`config.mk`:
```
export PLATFORM = sky130hd
export DESIGN_NAME = ref_freq_detect_range_status
export DESIGN_NICKNAME = d
export VERILOG_FILES = /design/src/logic/freq_status_pkg.sv /design/src/logic/bit_sync.sv /design/src/logic/range_monitor.sv /design/src/logic/ref_freq_detect_range_status.sv
export SDC_FILE = /design/constraint.sdc
export NUM_CORES = 1
export LEC_CHECK = 0
export ABC_AREA = 1
export ABC_CLOCK_PERIOD_IN_PS = 6050
export BUFFER_PORTS_ARGS = -buffer_cell sky130_fd_sc_hd__buf_2
export CORE_MARGIN = 2
export CORE_UTILIZATION = 63
export CTS_CLUSTER_DIAMETER = 80
export CTS_CLUSTER_SIZE = 24
export DETAILED_ROUTE_END_ITERATION = 12
export GPL_TIMING_DRIVEN = 0
export PLACE_DENSITY = 0.91
export SLEW_MARGIN = 5
export SYNTH_ARGS = -nofsm -noshare
export SYNTH_HDL_FRONTEND = slang
export SYNTH_SLANG_ARGS = --single-unit
export TNS_END_PERCENT = 1
```
`constraint.sdc`:
```
create_clock -name sys_clk -period 6.05 [get_ports sys_clk]
set_clock_uncertainty 0.1 [all_clocks]
set_input_delay 0.605 -clock sys_clk [delete_from_list [all_inputs] [get_ports sys_clk]]
set_output_delay 0.605 -clock sys_clk [all_outputs]
set_load 0.01 [all_outputs]
```
`src/logic/freq_status_pkg.sv`:
```
// constants shared by the reference rate status and range limit register bank
package freq_status_pkg;

  // ****************************************************************
  // register offsets on the serial configuration port
  // ****************************************************************
  localparam logic [6:0] REF_RATE_STATUS_A_OFS = 7'h10;
  localparam logic [6:0] REF_RATE_STATUS_B_OFS = 7'h11;
  localparam logic [6:0] REF_RATE_STATUS_C_OFS = 7'h12;
  localparam logic [6:0] SYNC_ZERO_RATE_STATUS_OFS = 7'h14;
  localparam logic [6:0] RANGE_LIMIT_CTRL_A_OFS = 7'h16;
  localparam logic [6:0] RANGE_LIMIT_CTRL_B_OFS = 7'h17;
  localparam logic [6:0] RANGE_LIMIT_CTRL_C_OFS = 7'h18;

  // ****************************************************************
  // field layout and reset values
  // ****************************************************************
  localparam int LOW_FIELD_LSB = 0;
  localparam int HIGH_FIELD_LSB = 4;
  localparam int SYNC_FAIL_BIT = 3;
  localparam logic [7:0] RANGE_LIMIT_CTRL_RST = 8'h33;
  localparam logic [7:0] UNMAPPED_READ_VAL = 8'h00;

  // ****************************************************************
  // serial frame layout
  // ****************************************************************
  localparam int CMD_READ_BIT = 7;
  localparam logic [2:0] LAST_BIT_IDX = 3'h7;

  // ****************************************************************
  // rate codes
  // ****************************************************************
  localparam logic [3:0] REF_RATE_2K = 4'h0;
  localparam logic [3:0] REF_RATE_77M76 = 4'hA;
  localparam logic [3:0] REF_RATE_UNKNOWN = 4'hF;
  localparam logic [2:0] SYNC_RATE_166HZ67 = 3'h0;
  localparam logic [2:0] SYNC_RATE_64K = 3'h7;
  localparam logic [2:0] SYNC_RATE_UNKNOWN = 3'h6;

  // ****************************************************************
  // out-of-range limit pairs in units of 0.1 ppm, indexed by select code
  // ****************************************************************
  localparam int OFS_W = 12;
  localparam logic [OFS_W-1:0] RANGE_UPPER [8] = '{
    12'h078, 12'h208, 12'h514, 12'h33E, 12'h0B4, 12'h140, 12'h1DB, 12'h2A3};
  localparam logic [OFS_W-1:0] RANGE_LOWER [8] = '{
    12'h05C, 12'h190, 12'h3E8, 12'h280, 12'h08A, 12'h0F6, 12'h16E, 12'h208};

  typedef enum logic [1:0] {spi_idle, spi_addr, spi_data} spi_state_t;

endpackage

```
`src/logic/bit_sync.sv`:
```
// two-stage synchroniser for pin inputs
`timescale 1ns/100ps
module bit_sync #(
  parameter int WIDTH = 1
) (
  input wire logic sys_clk,
  input wire logic srst,
  input wire logic [WIDTH-1:0] async_in,
  input wire logic [WIDTH-1:0] rst_val,
  output logic [WIDTH-1:0] sync_out
);

  // a chain of zero width has nothing to carry
  if (WIDTH < 1) begin : g_bad_width
    $error("bit_sync width must be at least one");
  end

  logic [WIDTH-1:0] meta_r;

  // only the second stage leaves this module; both stages reset to the idle
  // level so that no false edge leaves the chain after reset
  always_ff @(posedge sys_clk) begin
    if (srst) begin
      meta_r <= rst_val;
    end else begin
      meta_r <= async_in;
    end
  end

  always_ff @(posedge sys_clk) begin
    if (srst) begin
      sync_out <= rst_val;
    end else begin
      sync_out <= meta_r;
    end
  end

endmodule

```
`src/logic/range_monitor.sv`:
```
// out-of-range judgement with hysteresis for one reference
`timescale 1ns/100ps
module range_monitor
  import freq_status_pkg::*;
(
  input wire logic sys_clk,
  input wire logic srst,
  input wire logic [OFS_W-1:0] offset_mag,
  input wire logic [2:0] limit_sel,
  output logic out_of_range_r
);

  logic [OFS_W-1:0] upper;
  logic [OFS_W-1:0] lower;

  // limit pair looked up from the select code
  always_comb begin
    upper = RANGE_UPPER[limit_sel];
    lower = RANGE_LOWER[limit_sel];
  end

  // hysteresis stops the flag chattering near one threshold
  always_ff @(posedge sys_clk) begin
    if (srst) begin
      out_of_range_r <= 1'b0;
    end else if (offset_mag > upper) begin
      out_of_range_r <= 1'b1;
    end else if (offset_mag < lower) begin
      out_of_range_r <= 1'b0;
    end
  end

endmodule

```
`src/logic/ref_freq_detect_range_status.sv`:
```
// rate status and out-of-range limit registers behind the serial port
`timescale 1ns/100ps

module ref_freq_detect_range_status
  import freq_status_pkg::*;
(
  input wire logic sys_clk,
  input wire logic srst,
  input wire logic spi_sck,
  input wire logic spi_cs_n,
  input wire logic spi_mosi,
  output logic spi_miso,
  output logic spi_miso_oe_n,
  input wire logic [3:0] input_zero_rate_code,
  input wire logic [3:0] input_one_rate_code,
  input wire logic [3:0] input_two_rate_code,
  input wire logic [3:0] input_three_rate_code,
  input wire logic [3:0] input_four_rate_code,
  input wire logic [4:0] ref_rate_known,
  input wire logic [2:0] sync_zero_rate_code,
  input wire logic sync_zero_known,
  input wire logic sync_zero_failed_flag,
  input wire logic [OFS_W-1:0] ref_zero_offset,
  input wire logic [OFS_W-1:0] ref_one_offset,
  input wire logic [OFS_W-1:0] ref_two_offset,
  input wire logic [OFS_W-1:0] ref_three_offset,
  input wire logic [OFS_W-1:0] ref_four_offset,
  output logic [2:0] input_zero_range_limit,
  output logic [2:0] input_one_range_limit,
  output logic [2:0] input_two_range_limit,
  output logic [2:0] input_three_range_limit,
  output logic [2:0] input_four_range_limit,
  output logic [4:0] ref_out_of_range
);

  localparam int NUM_REFS = 5;

  // ****************************************************************
  // pin synchronisers
  // ****************************************************************

  logic sck_s;
  logic cs_n_s;
  logic mosi_s;
  logic sck_d_r;

  // idle levels: clock low, select high, data low
  bit_sync #(.WIDTH(3)) u_pin_sync (
    .sys_clk(sys_clk),
    .srst(srst),
    .async_in({spi_sck, spi_cs_n, spi_mosi}),
    .rst_val(3'h2),
    .sync_out({sck_s, cs_n_s, mosi_s})
  );

  // third stage only for edge detection
  always_ff @(posedge sys_clk) begin
    if (srst) begin
      sck_d_r <= 1'b0;
    end else begin
      sck_d_r <= sck_s;
    end
  end

  logic sck_rise;
  logic sck_fall;
  assign sck_rise = sck_s & ~sck_d_r & ~cs_n_s;
  assign sck_fall = ~sck_s & sck_d_r & ~cs_n_s;

  // ****************************************************************
  // status capture
  // ****************************************************************

  logic [3:0] ref_code [NUM_REFS];
  logic [3:0] ref_shown [NUM_REFS];
  logic [OFS_W-1:0] ref_offset [NUM_REFS];
  logic [2:0] range_sel [NUM_REFS];
  logic [NUM_REFS-1:0] oor_flag;

  assign ref_code[0] = input_zero_rate_code;
  assign ref_code[1] = input_one_rate_code;
  assign ref_code[2] = input_two_rate_code;
  assign ref_code[3] = input_three_rate_code;
  assign ref_code[4] = input_four_rate_code;
  assign ref_offset[0] = ref_zero_offset;
  assign ref_offset[1] = ref_one_offset;
  assign ref_offset[2] = ref_two_offset;
  assign ref_offset[3] = ref_three_offset;
  assign ref_offset[4] = ref_four_offset;

  logic [7:0] range_ctrl_a_r;
  logic [7:0] range_ctrl_b_r;
  logic [7:0] range_ctrl_c_r;

  // limit fields as the monitors see them
  assign range_sel[0] = range_ctrl_a_r[LOW_FIELD_LSB +: 3];
  assign range_sel[1] = range_ctrl_a_r[HIGH_FIELD_LSB +: 3];
  assign range_sel[2] = range_ctrl_b_r[LOW_FIELD_LSB +: 3];
  assign range_sel[3] = range_ctrl_b_r[HIGH_FIELD_LSB +: 3];
  assign range_sel[4] = range_ctrl_c_r[LOW_FIELD_LSB +: 3];

  genvar gi;
  generate
    for (gi = 0; gi < NUM_REFS; gi++) begin : g_ref
      // a code outside the defined set is treated as not yet recognised
      assign ref_shown[gi] = (ref_rate_known[gi] && ref_code[gi] <= REF_RATE_77M76) ?
        ref_code[gi] : REF_RATE_UNKNOWN;

      range_monitor u_mon (
        .sys_clk(sys_clk),
        .srst(srst),
        .offset_mag(ref_offset[gi]),
        .limit_sel(range_sel[gi]),
        .out_of_range_r(oor_flag[gi])
      );
    end
  endgenerate

  logic [7:0] status_a_r;
  logic [7:0] status_b_r;
  logic [7:0] status_c_r;
  logic [7:0] sync_status_r;
  logic [2:0] sync_shown;

  // an unknown sync rate is forced to the reserved code
  assign sync_shown = sync_zero_known ? sync_zero_rate_code : SYNC_RATE_UNKNOWN;

  // status bytes refreshed every cycle so a read sees a clean snapshot
  always_ff @(posedge sys_clk) begin
    if (srst) begin
      status_a_r <= {REF_RATE_UNKNOWN, REF_RATE_UNKNOWN};
      status_b_r <= {REF_RATE_UNKNOWN, REF_RATE_UNKNOWN};
      status_c_r <= {4'h0, REF_RATE_UNKNOWN};
      sync_status_r <= {5'h00, SYNC_RATE_UNKNOWN};
    end else begin
      status_a_r <= {ref_shown[1], ref_shown[0]};
      status_b_r <= {ref_shown[3], ref_shown[2]};
      status_c_r <= {4'h0, ref_shown[4]};
      sync_status_r <= {4'h0, sync_zero_failed_flag, sync_shown};
    end
  end

  // ****************************************************************
  // read data selection
  // ****************************************************************

  function automatic logic [7:0] read_mux(input logic [6:0] addr);
    logic [7:0] val;
    val = UNMAPPED_READ_VAL;
    if (addr == REF_RATE_STATUS_A_OFS) begin
      val = status_a_r;
    end else if (addr == REF_RATE_STATUS_B_OFS) begin
      val = status_b_r;
    end else if (addr == REF_RATE_STATUS_C_OFS) begin
      val = status_c_r;
    end else if (addr == SYNC_ZERO_RATE_STATUS_OFS) begin
      val = sync_status_r;
    end else if (addr == RANGE_LIMIT_CTRL_A_OFS) begin
      val = range_ctrl_a_r;
    end else if (addr == RANGE_LIMIT_CTRL_B_OFS) begin
      val = range_ctrl_b_r;
    end else if (addr == RANGE_LIMIT_CTRL_C_OFS) begin
      val = range_ctrl_c_r;
    end
    return val;
  endfunction

  // ****************************************************************
  // serial frame engine
  // ****************************************************************

  spi_state_t state_r;
  logic [2:0] bit_cnt_r;
  logic [6:0] shift_r;
  logic [6:0] addr_r;
  logic is_read_r;
  logic [7:0] byte_in;
  logic byte_done;

  assign byte_in = {shift_r, mosi_s};
  assign byte_done = sck_rise && (bit_cnt_r == LAST_BIT_IDX);

  // command byte then data bytes; the address steps after each data byte
  always_ff @(posedge sys_clk) begin
    if (srst) begin
      state_r <= spi_idle;
      bit_cnt_r <= 3'h0;
      shift_r <= 7'h00;
      addr_r <= 7'h00;
      is_read_r <= 1'b0;
    end else if (cs_n_s) begin
      state_r <= spi_idle;
      bit_cnt_r <= 3'h0;
    end else begin
      if (sck_rise) begin
        shift_r <= byte_in[6:0];
        bit_cnt_r <= bit_cnt_r + 3'h1;
      end
      case (state_r)
        spi_idle: begin
          state_r <= spi_addr;
        end
        spi_addr: begin
          if (byte_done) begin
            is_read_r <= byte_in[CMD_READ_BIT];
            addr_r <= byte_in[6:0];
            state_r <= spi_data;
          end
        end
        spi_data: begin
          if (byte_done) begin
            addr_r <= addr_r + 7'h01;
          end
        end
        default: begin
          state_r <= spi_idle;
        end
      endcase
    end
  end

  // ****************************************************************
  // control registers
  // ****************************************************************

  logic wr_en;
  assign wr_en = !cs_n_s && (state_r == spi_data) && byte_done && !is_read_r;

  // reserved bits are stored as written so read-back returns the byte last written
  always_ff @(posedge sys_clk) begin
    if (srst) begin
      range_ctrl_a_r <= RANGE_LIMIT_CTRL_RST;
      range_ctrl_b_r <= RANGE_LIMIT_CTRL_RST;
      range_ctrl_c_r <= RANGE_LIMIT_CTRL_RST;
    end else if (wr_en) begin
      if (addr_r == RANGE_LIMIT_CTRL_A_OFS) begin
        range_ctrl_a_r <= byte_in;
      end else if (addr_r == RANGE_LIMIT_CTRL_B_OFS) begin
        range_ctrl_b_r <= byte_in;
      end else if (addr_r == RANGE_LIMIT_CTRL_C_OFS) begin
        range_ctrl_c_r <= byte_in;
      end
    end
  end

  // ****************************************************************
  // read return path
  // ****************************************************************

  logic [7:0] tx_r;
  logic [7:0] rd_val;
  logic load_first;
  logic load_next;

  assign load_first = !cs_n_s && (state_r == spi_addr) && byte_done && byte_in[CMD_READ_BIT];
  assign load_next = !cs_n_s && (state_r == spi_data) && byte_done && is_read_r;
  // one lookup serves the command byte and every following data byte
  assign rd_val = read_mux(load_first ? byte_in[6:0] : addr_r + 7'h01);

  // first bit is put out before the first data clock rises
  always_ff @(posedge sys_clk) begin
    if (srst) begin
      tx_r <= 8'h00;
      spi_miso <= 1'b0;
    end else if (load_first || load_next) begin
      tx_r <= rd_val;
      spi_miso <= rd_val[7];
    end else if (sck_fall && is_read_r && state_r == spi_data && bit_cnt_r != 3'h0) begin
      // the fall after a byte's last rise is skipped so the new msb stays put
      tx_r <= {tx_r[6:0], 1'b0};
      spi_miso <= tx_r[6];
    end
  end

  // data out only driven during the data phase of a read frame
  always_ff @(posedge sys_clk) begin
    if (srst) begin
      spi_miso_oe_n <= 1'b1;
    end else if (cs_n_s) begin
      spi_miso_oe_n <= 1'b1;
    end else if (load_first) begin
      spi_miso_oe_n <= 1'b0;
    end
  end

  // ****************************************************************
  // registered outputs
  // ****************************************************************

  // limit selects leave on flops so the monitoring logic sees clean levels
  always_ff @(posedge sys_clk) begin
    if (srst) begin
      input_zero_range_limit <= RANGE_LIMIT_CTRL_RST[2:0];
      input_one_range_limit <= RANGE_LIMIT_CTRL_RST[2:0];
      input_two_range_limit <= RANGE_LIMIT_CTRL_RST[2:0];
      input_three_range_limit <= RANGE_LIMIT_CTRL_RST[2:0];
      input_four_range_limit <= RANGE_LIMIT_CTRL_RST[2:0];
    end else begin
      input_zero_range_limit <= range_sel[0];
      input_one_range_limit <= range_sel[1];
      input_two_range_limit <= range_sel[2];
      input_three_range_limit <= range_sel[3];
      input_four_range_limit <= range_sel[4];
    end
  end

  // one extra stage, so the flags trail the limit outputs by one cycle
  always_ff @(posedge sys_clk) begin
    if (srst) begin
      ref_out_of_range <= '0;
    end else begin
      ref_out_of_range <= oor_flag;
    end
  end

endmodule

```
Word-level counts from Yosys, hierarchy flattened
Memory sizes are Yosys's and may differ from the RTL's. Cells that the tools add are included.

Add/sub/neg operators: 2. Multiply operators: 0. Divide/modulo/power cells: 0. $lt $le $gt $ge: 20. Eq/ne operators: 15. Shift operators: 0. Mux-type cells: 47. Bitwise gates (word level): 21. Reductions and logical operators: 42.

Operators by type and width (number): $mux 12 (20); $eq 7x5->1 const B (10); $gt 12x12->1 (5); $lt 12x12->1 (5); $mux 8 (7); $mux 7 (5); $ge 4x4->1 const B (5); $le 4x4->1 const B (5); $not 3->4 (5); $logic_and 1x1->1 (16); $pmux 7 s2 (1); $reduce_bool 2->1 (7); $reduce_or 2->1 (7); $mux 1 (12); $not 1->1 (12); $reduce_and 4->1 (2); $add 7x1->7 const B (1); $pmux 2 s3 (1); $reduce_and 2->1 (3); $reduce_and 3->1 (2); $and 1x1->1 (4); $ne 2x2->1 const B (2); $add 3x1->3 const B (1); $eq 3x3->1 const B (1); 7 further kinds (8).

Flip-flop bits (word level): 117. Bits in latches: 0. Memory bits (writable): 0. Bits in read-only memories: 960. Bits of input ports: 95. Output and inout port bits: 22. Word-level logic and storage cells: 191. Memories kept: 10.

Memory list: (name not given) (words 8, bits a word 12, read ports 1, clocked after Yosys merged registers in 0, wr ports 0, RTL line range_monitor.sv:18) `upper = RANGE_UPPER[limit_sel];`; (name not given) (words 8, bits a word 12, read ports 1, clocked after Yosys merged registers in 0, wr ports 0, RTL line range_monitor.sv:18); (name not given) (words 8, bits a word 12, read ports 1, clocked after Yosys merged registers in 0, wr ports 0, RTL line range_monitor.sv:19) `lower = RANGE_LOWER[limit_sel];`; (name not given) (words 8, bits a word 12, read ports 1, clocked after Yosys merged registers in 0, wr ports 0, RTL line range_monitor.sv:19); (name not given) (words 8, bits a word 12, read ports 1, clocked after Yosys merged registers in 0, wr ports 0, RTL line range_monitor.sv:18); (name not given) (words 8, bits a word 12, read ports 1, clocked after Yosys merged registers in 0, wr ports 0, RTL line range_monitor.sv:19); +4 memories.

Longest topological paths before layout
Depth in word-level cells: 16. Mapped depth: 18. Mapped depth without buffers: 17.

By module
A second synthesis with hierarchy kept.

Cell total of the unflattened synthesis: 1214. Area, all modules: 8240.4 um^2.

Modules (own cells, without submodules): ref_freq_detect_range_status (times used 1, cells an instance 575, area an instance 4256.6 um^2, seq. area each 1961.9 um^2); range_monitor (g_ref[1].u_mon ...) (times used 3, cells an instance 122, area an instance 755.7 um^2, seq. area each 20.0 um^2); range_monitor (g_ref[3].u_mon) (times used 1, cells an instance 128, area an instance 782.0 um^2, seq. area each 20.0 um^2); range_monitor (g_ref[0].u_mon) (times used 1, cells an instance 123, area an instance 754.5 um^2, seq. area each 20.0 um^2); bit_sync (times used 1, cells an instance 22, area an instance 180.2 um^2, seq. area each 120.1 um^2).

Least setup slack after synthesis
OpenSTA, ideal clock, no wires.

Path type: flip-flop to flip-flop. Start: register range_ctrl_c_r[0]. End: register g_ref[4].u_mon.out_of_range_r. Setup time: 131 ps. Arrival: 2303 ps. Data required time: 5819 ps. Path slack: 3516 ps. Cell stages (with the launch flop): 17. Path buffers: 0. Period minus slack after synthesis: 2534 ps. Path through: dfxtp_1 -> inv_1 -> ha_1 -> or2_2 -> o21ai_0 -> ha_1 -> nand2_1 -> o21ai_0 -> a21oi_1 -> nor2_1 -> o21a_1 -> o21ai_0 -> nand2_1 -> nand3_1 -> nand2_1 -> nand2_1 -> o21ai_0.

Cells in the longest elaborated chain, start to end: 6. Elaborated cells between the ends (all ways): 11. Those cells by class: 2 x order compare; 5 x mux; 1 x bitwise; 1 x reduce/logical; 2 x memory.

Ends and longest elaborated chain: start, declared (RTL line ref_freq_detect_range_status.sv:93) `logic [7:0] range_ctrl_c_r;`; start signal, assigned (RTL line ref_freq_detect_range_status.sv:241) `range_ctrl_c_r <= byte_in;`; $not 3->4 (not written as such) (*) (RTL line range_monitor.sv:18, range_monitor.sv:19); $mem_v2 8x12, on equally long branches; $mux 12, on equally long branches (2 in series) (RTL line range_monitor.sv:18, range_monitor.sv:19); $gt 12x12->1 or $lt 12x12->1 (tied branches) (RTL line range_monitor.sv:26, range_monitor.sv:28); $mux 1 or $reduce_bool 2->1 (tied branches); end signal, assigned (RTL line range_monitor.sv:25) `out_of_range_r <= 1'b0;`; end signal, assigned (RTL line range_monitor.sv:27) `out_of_range_r <= 1'b1;`; end signal, assigned (RTL line range_monitor.sv:29) `out_of_range_r <= 1'b0;`; end, declared (RTL line range_monitor.sv:10) `output logic out_of_range_r`.

Every way passes the cells marked *; elsewhere a longest branch is shown, timed or not. The select of a mux whose other input is x is not followed. A chain may end at the register's enable or synchronous reset.

Worst setup path after layout
Same ends and word-level chain as after synthesis.

==> flow_summary.ini <==
[status]
status = finished clean

[sta]
fmax_mhz = 327
fin_setup_tns_ps = 0
fin_hold_ws_ps = 300
setup_viol = 0
tightest_slew_ps = 770
relSlewSlack_pct = 48.7
hold_viol_final = 0
rsz0062_at_grt = no
min_period_ps = 3060
drv_slew = 0
fin_crit_sh_pct = 50.6

[finish]
nets = 1403
syn_to_final_growth_pct = 14.3
fillCellCount = 946
fin_cells = 1339
drive_gt1_share_pct = 16.2
mostFrequentLayoutCell = nand2_1
antenna_cells = 0
final_cell_mix = 227 x nand2_1, 144 x inv_1, 121 x ha_1, 118 x buf_2, 109 x dfxtp_1

[global_route]
antenna_found_initial = 0
grt_usage_pct = 29.7
overflow = 0
grt_max_degree = 18
grt_pass1_vias = 6939
grt_pass1_wl_um = 31200

[clock_network]
cts.path.max_buffers = 2
h-tree-depth = 3
path_clk_slew_ps = 70
hold_buffers = 0
cts_tree = done
ctsResizeCount = 0
cts_root_buffer = clkbuf_16
cts_setup_buffers = 0
cts_sinks = 109
clk_latency_ps = 350
cts_buffers = 9

[critical_path]
rr_startpoint = range_ctrl_c_r[0]$_SDFFE_PP1P_
path_depth = 16
crit_path_start = range_ctrl_c_r[0]$_SDFFE_PP1P_
required_ps = 6170
critPathLaunchType = flip-flop
path_max_fanout = 7
crit_type = flip-flop to flip-flop
crit_path_end_kind = flip-flop
cp_cell_sequence = inv_1 -> ha_1 -> or2_2 -> o21ai_0 -> ha_1 -> nand2_1 -> o21ai_0 -> a21oi_1 -> nor2_1 -> o21a_1 -> o21ai_0 -> nand2_1 -> nand3_1 -> nand2_1 -> nand2_1 -> o21ai_0
critPathBufInv = 1
worst_ep_arrival_time_ps = 3180
critPathMaxStageDelay_ps = 500
critPathTopFamily = compound AO/OA/AOI/OAI gates
slowest_stage = dfxtp_1
ff2ff_path_depth = 16

[power_and_ir_drop]
p_switching_mw = 0.353
power_frac_comb_pct = 9.2
swShare_pct = 23.2
peakVddDrop_uv = 133
p_leak_nw = 4.35
p_per_area_nw_per_um2 = 176
p_int_mw = 1.17
clkPwrFrac_pct = 42.4
p_seq_share_pct = 48.4

[yosys]
async_flop_share_pct = 0
netlist_instances = 1061
yosysSeqAreaShare_pct = 28.8
synth_cell_types = 46
yosys_warnings = 0
synth_edf_count = 0
synthesis.nets = 1277
synth.ff_latch_count = 109
ys.flop_type = dfxtp_1
syn_area_per_cell_um2 = 7.15
syn_area_um2 = 7580

[route]
drc = 0
drt_iter0_drc = 608
drtPass1Iterations = 5
num_vias = 7557
ant_nets = 0
wl_per_cell_um = 14.0
vias_per_cell = 5.64
routed_wl_um = 18800

[die]
initial_core_util_pct = 63.9
row_count = 40
pin_count = 117
core_area_um2 = 11900
dieArea_um2 = 12900
fp.dieW_um = 114
dieHeight_um = 114

[place]
place_congestion = 0.985
placedCellCount = 1323
io_buffers = 115
hpwlAfterDp_um = 14900

[flow_run]
drv_cap = 0

[min_path]
worstHoldStart = u_pin_sync.meta_r[0]$_SDFF_PP0_
hold_path_depth = 2
hold_class = flip-flop to flip-flop
## cells in the mapped netlist (11+ instances only)
| cell type | count | area (µm²) |
|---|---|---|
| nand2_1 | 227 | 852 |
| dfxtp_1 | 109 | 2180 |
| nand2_2 | 11 | 68.8 |
| inv_1 | 144 | 541 |
| ha_1 | 121 | 1510 |
| clkbuf_1 | 22 | 82.6 |
| a21oi_1 | 88 | 440 |
| nand4_1 | 28 | 175 |
| or2_2 | 15 | 93.8 |
| o211ai_1 | 11 | 82.6 |
| o21ai_0 | 94 | 470 |
| nor2_1 | 62 | 233 |
| nand3_1 | 34 | 170 |
## routing by layer
layer | vias up | GRT usage [%] | routed length [µm]
li1 | 3777 | - | -
met5 | - | 0 | 0
met3 | 56 | 4.14 | 1380
met1 | 3407 | 38.6 | 8200
met4 | 0 | 13.3 | 602
met2 | 317 | 49.5 | 8570
## tightest hold or removal path, cell delays in order, from the launching register on
cell	delay (ps)
dfxtp_1	300
inv_1	40
nor2_1	30
## layout make-up
cell class,count,area [µm²],share of cell area (%)
clock buffers,11,243,2.80
repair buffers,115,576,6.64
flip-flops and latches,109,2180,25.2
well taps,147,184,2.12
plain buffers,33,161,1.86
multi-input cells,763,4650,53.7
clock inverters,5,82.6,0.953
inverters,156,588,6.79
## registers in the layout, summed over array words and instances (netlist names), 4 cells and up
| signal | flops |
|---|---|
| tx_r | 7 |
| range_ctrl_a_r | 8 |
| status_c_r | 4 |
| shift_r | 7 |
| status_b_r | 8 |
| range_ctrl_c_r | 8 |
| ref_out_of_range | 5 |
| g_ref.u_mon.out_of_range_r | 5 |
| range_ctrl_b_r | 8 |
| status_a_r | 8 |
| sync_status_r | 4 |
| addr_r | 7 |
## power by group through the flow
| stage | clock network [mW] | registers [mW] | logic [mW] |
|---|---|---|---|
| floorplan | 0 | 0.754 | 0.0750 |
| global placement | 0 | 0.754 | 0.133 |
| detailed placement | 0 | 0.754 | 0.138 |
| CTS | 0.651 | 0.737 | 0.139 |
| global route | 0.682 | 0.739 | 0.161 |
| finish | 0.645 | 0.738 | 0.140 |
## logic make-up (layout without fill, tap and decap cells)
group                    after synthesis  count (layout)  synth area share [%]
AND/OR/NAND/NOR                      403             403                  23.9
XOR/XNOR                               3               3                 0.347
multiplexers                           1               1                 0.132
AO/OA/AOI/OAI                        235             235                  17.0
flip-flops                           109             109                  28.8
buffers and inverters                189             320                  9.88
adder cells (fa/ha/maj)              121             121                  20.0
## path summary, 6_finish.rpt
path | endpoint | slack [ps]
worst max-delay path | g_ref[4].u_mon.out_of_range_r$_SDFFE_PP0P_ | 2990
worst min-delay path | u_pin_sync.sync_out[0]$_SDFF_PP0_ | 300
worst min register to register | u_pin_sync.sync_out[0]$_SDFF_PP0_ | 300
worst max register to register | g_ref[4].u_mon.out_of_range_r$_SDFFE_PP0P_ | 2990
## through the flow
step	power [mW]	area [µm²]	utilization, %	setup WS (ps)
2_1_floorplan	0.829	7580	-	3520
4_1_cts	1.53	8670	73.1	3060
6_report	1.52	8670	73.1	2990
3_5_place_dp	0.892	8340	70.3	3060
3_3_place_gp	0.886	8340	70.3	3120
5_1_grt	1.58	8670	73.1	2710
Note: power is estimated with default switching activity, not from simulation.
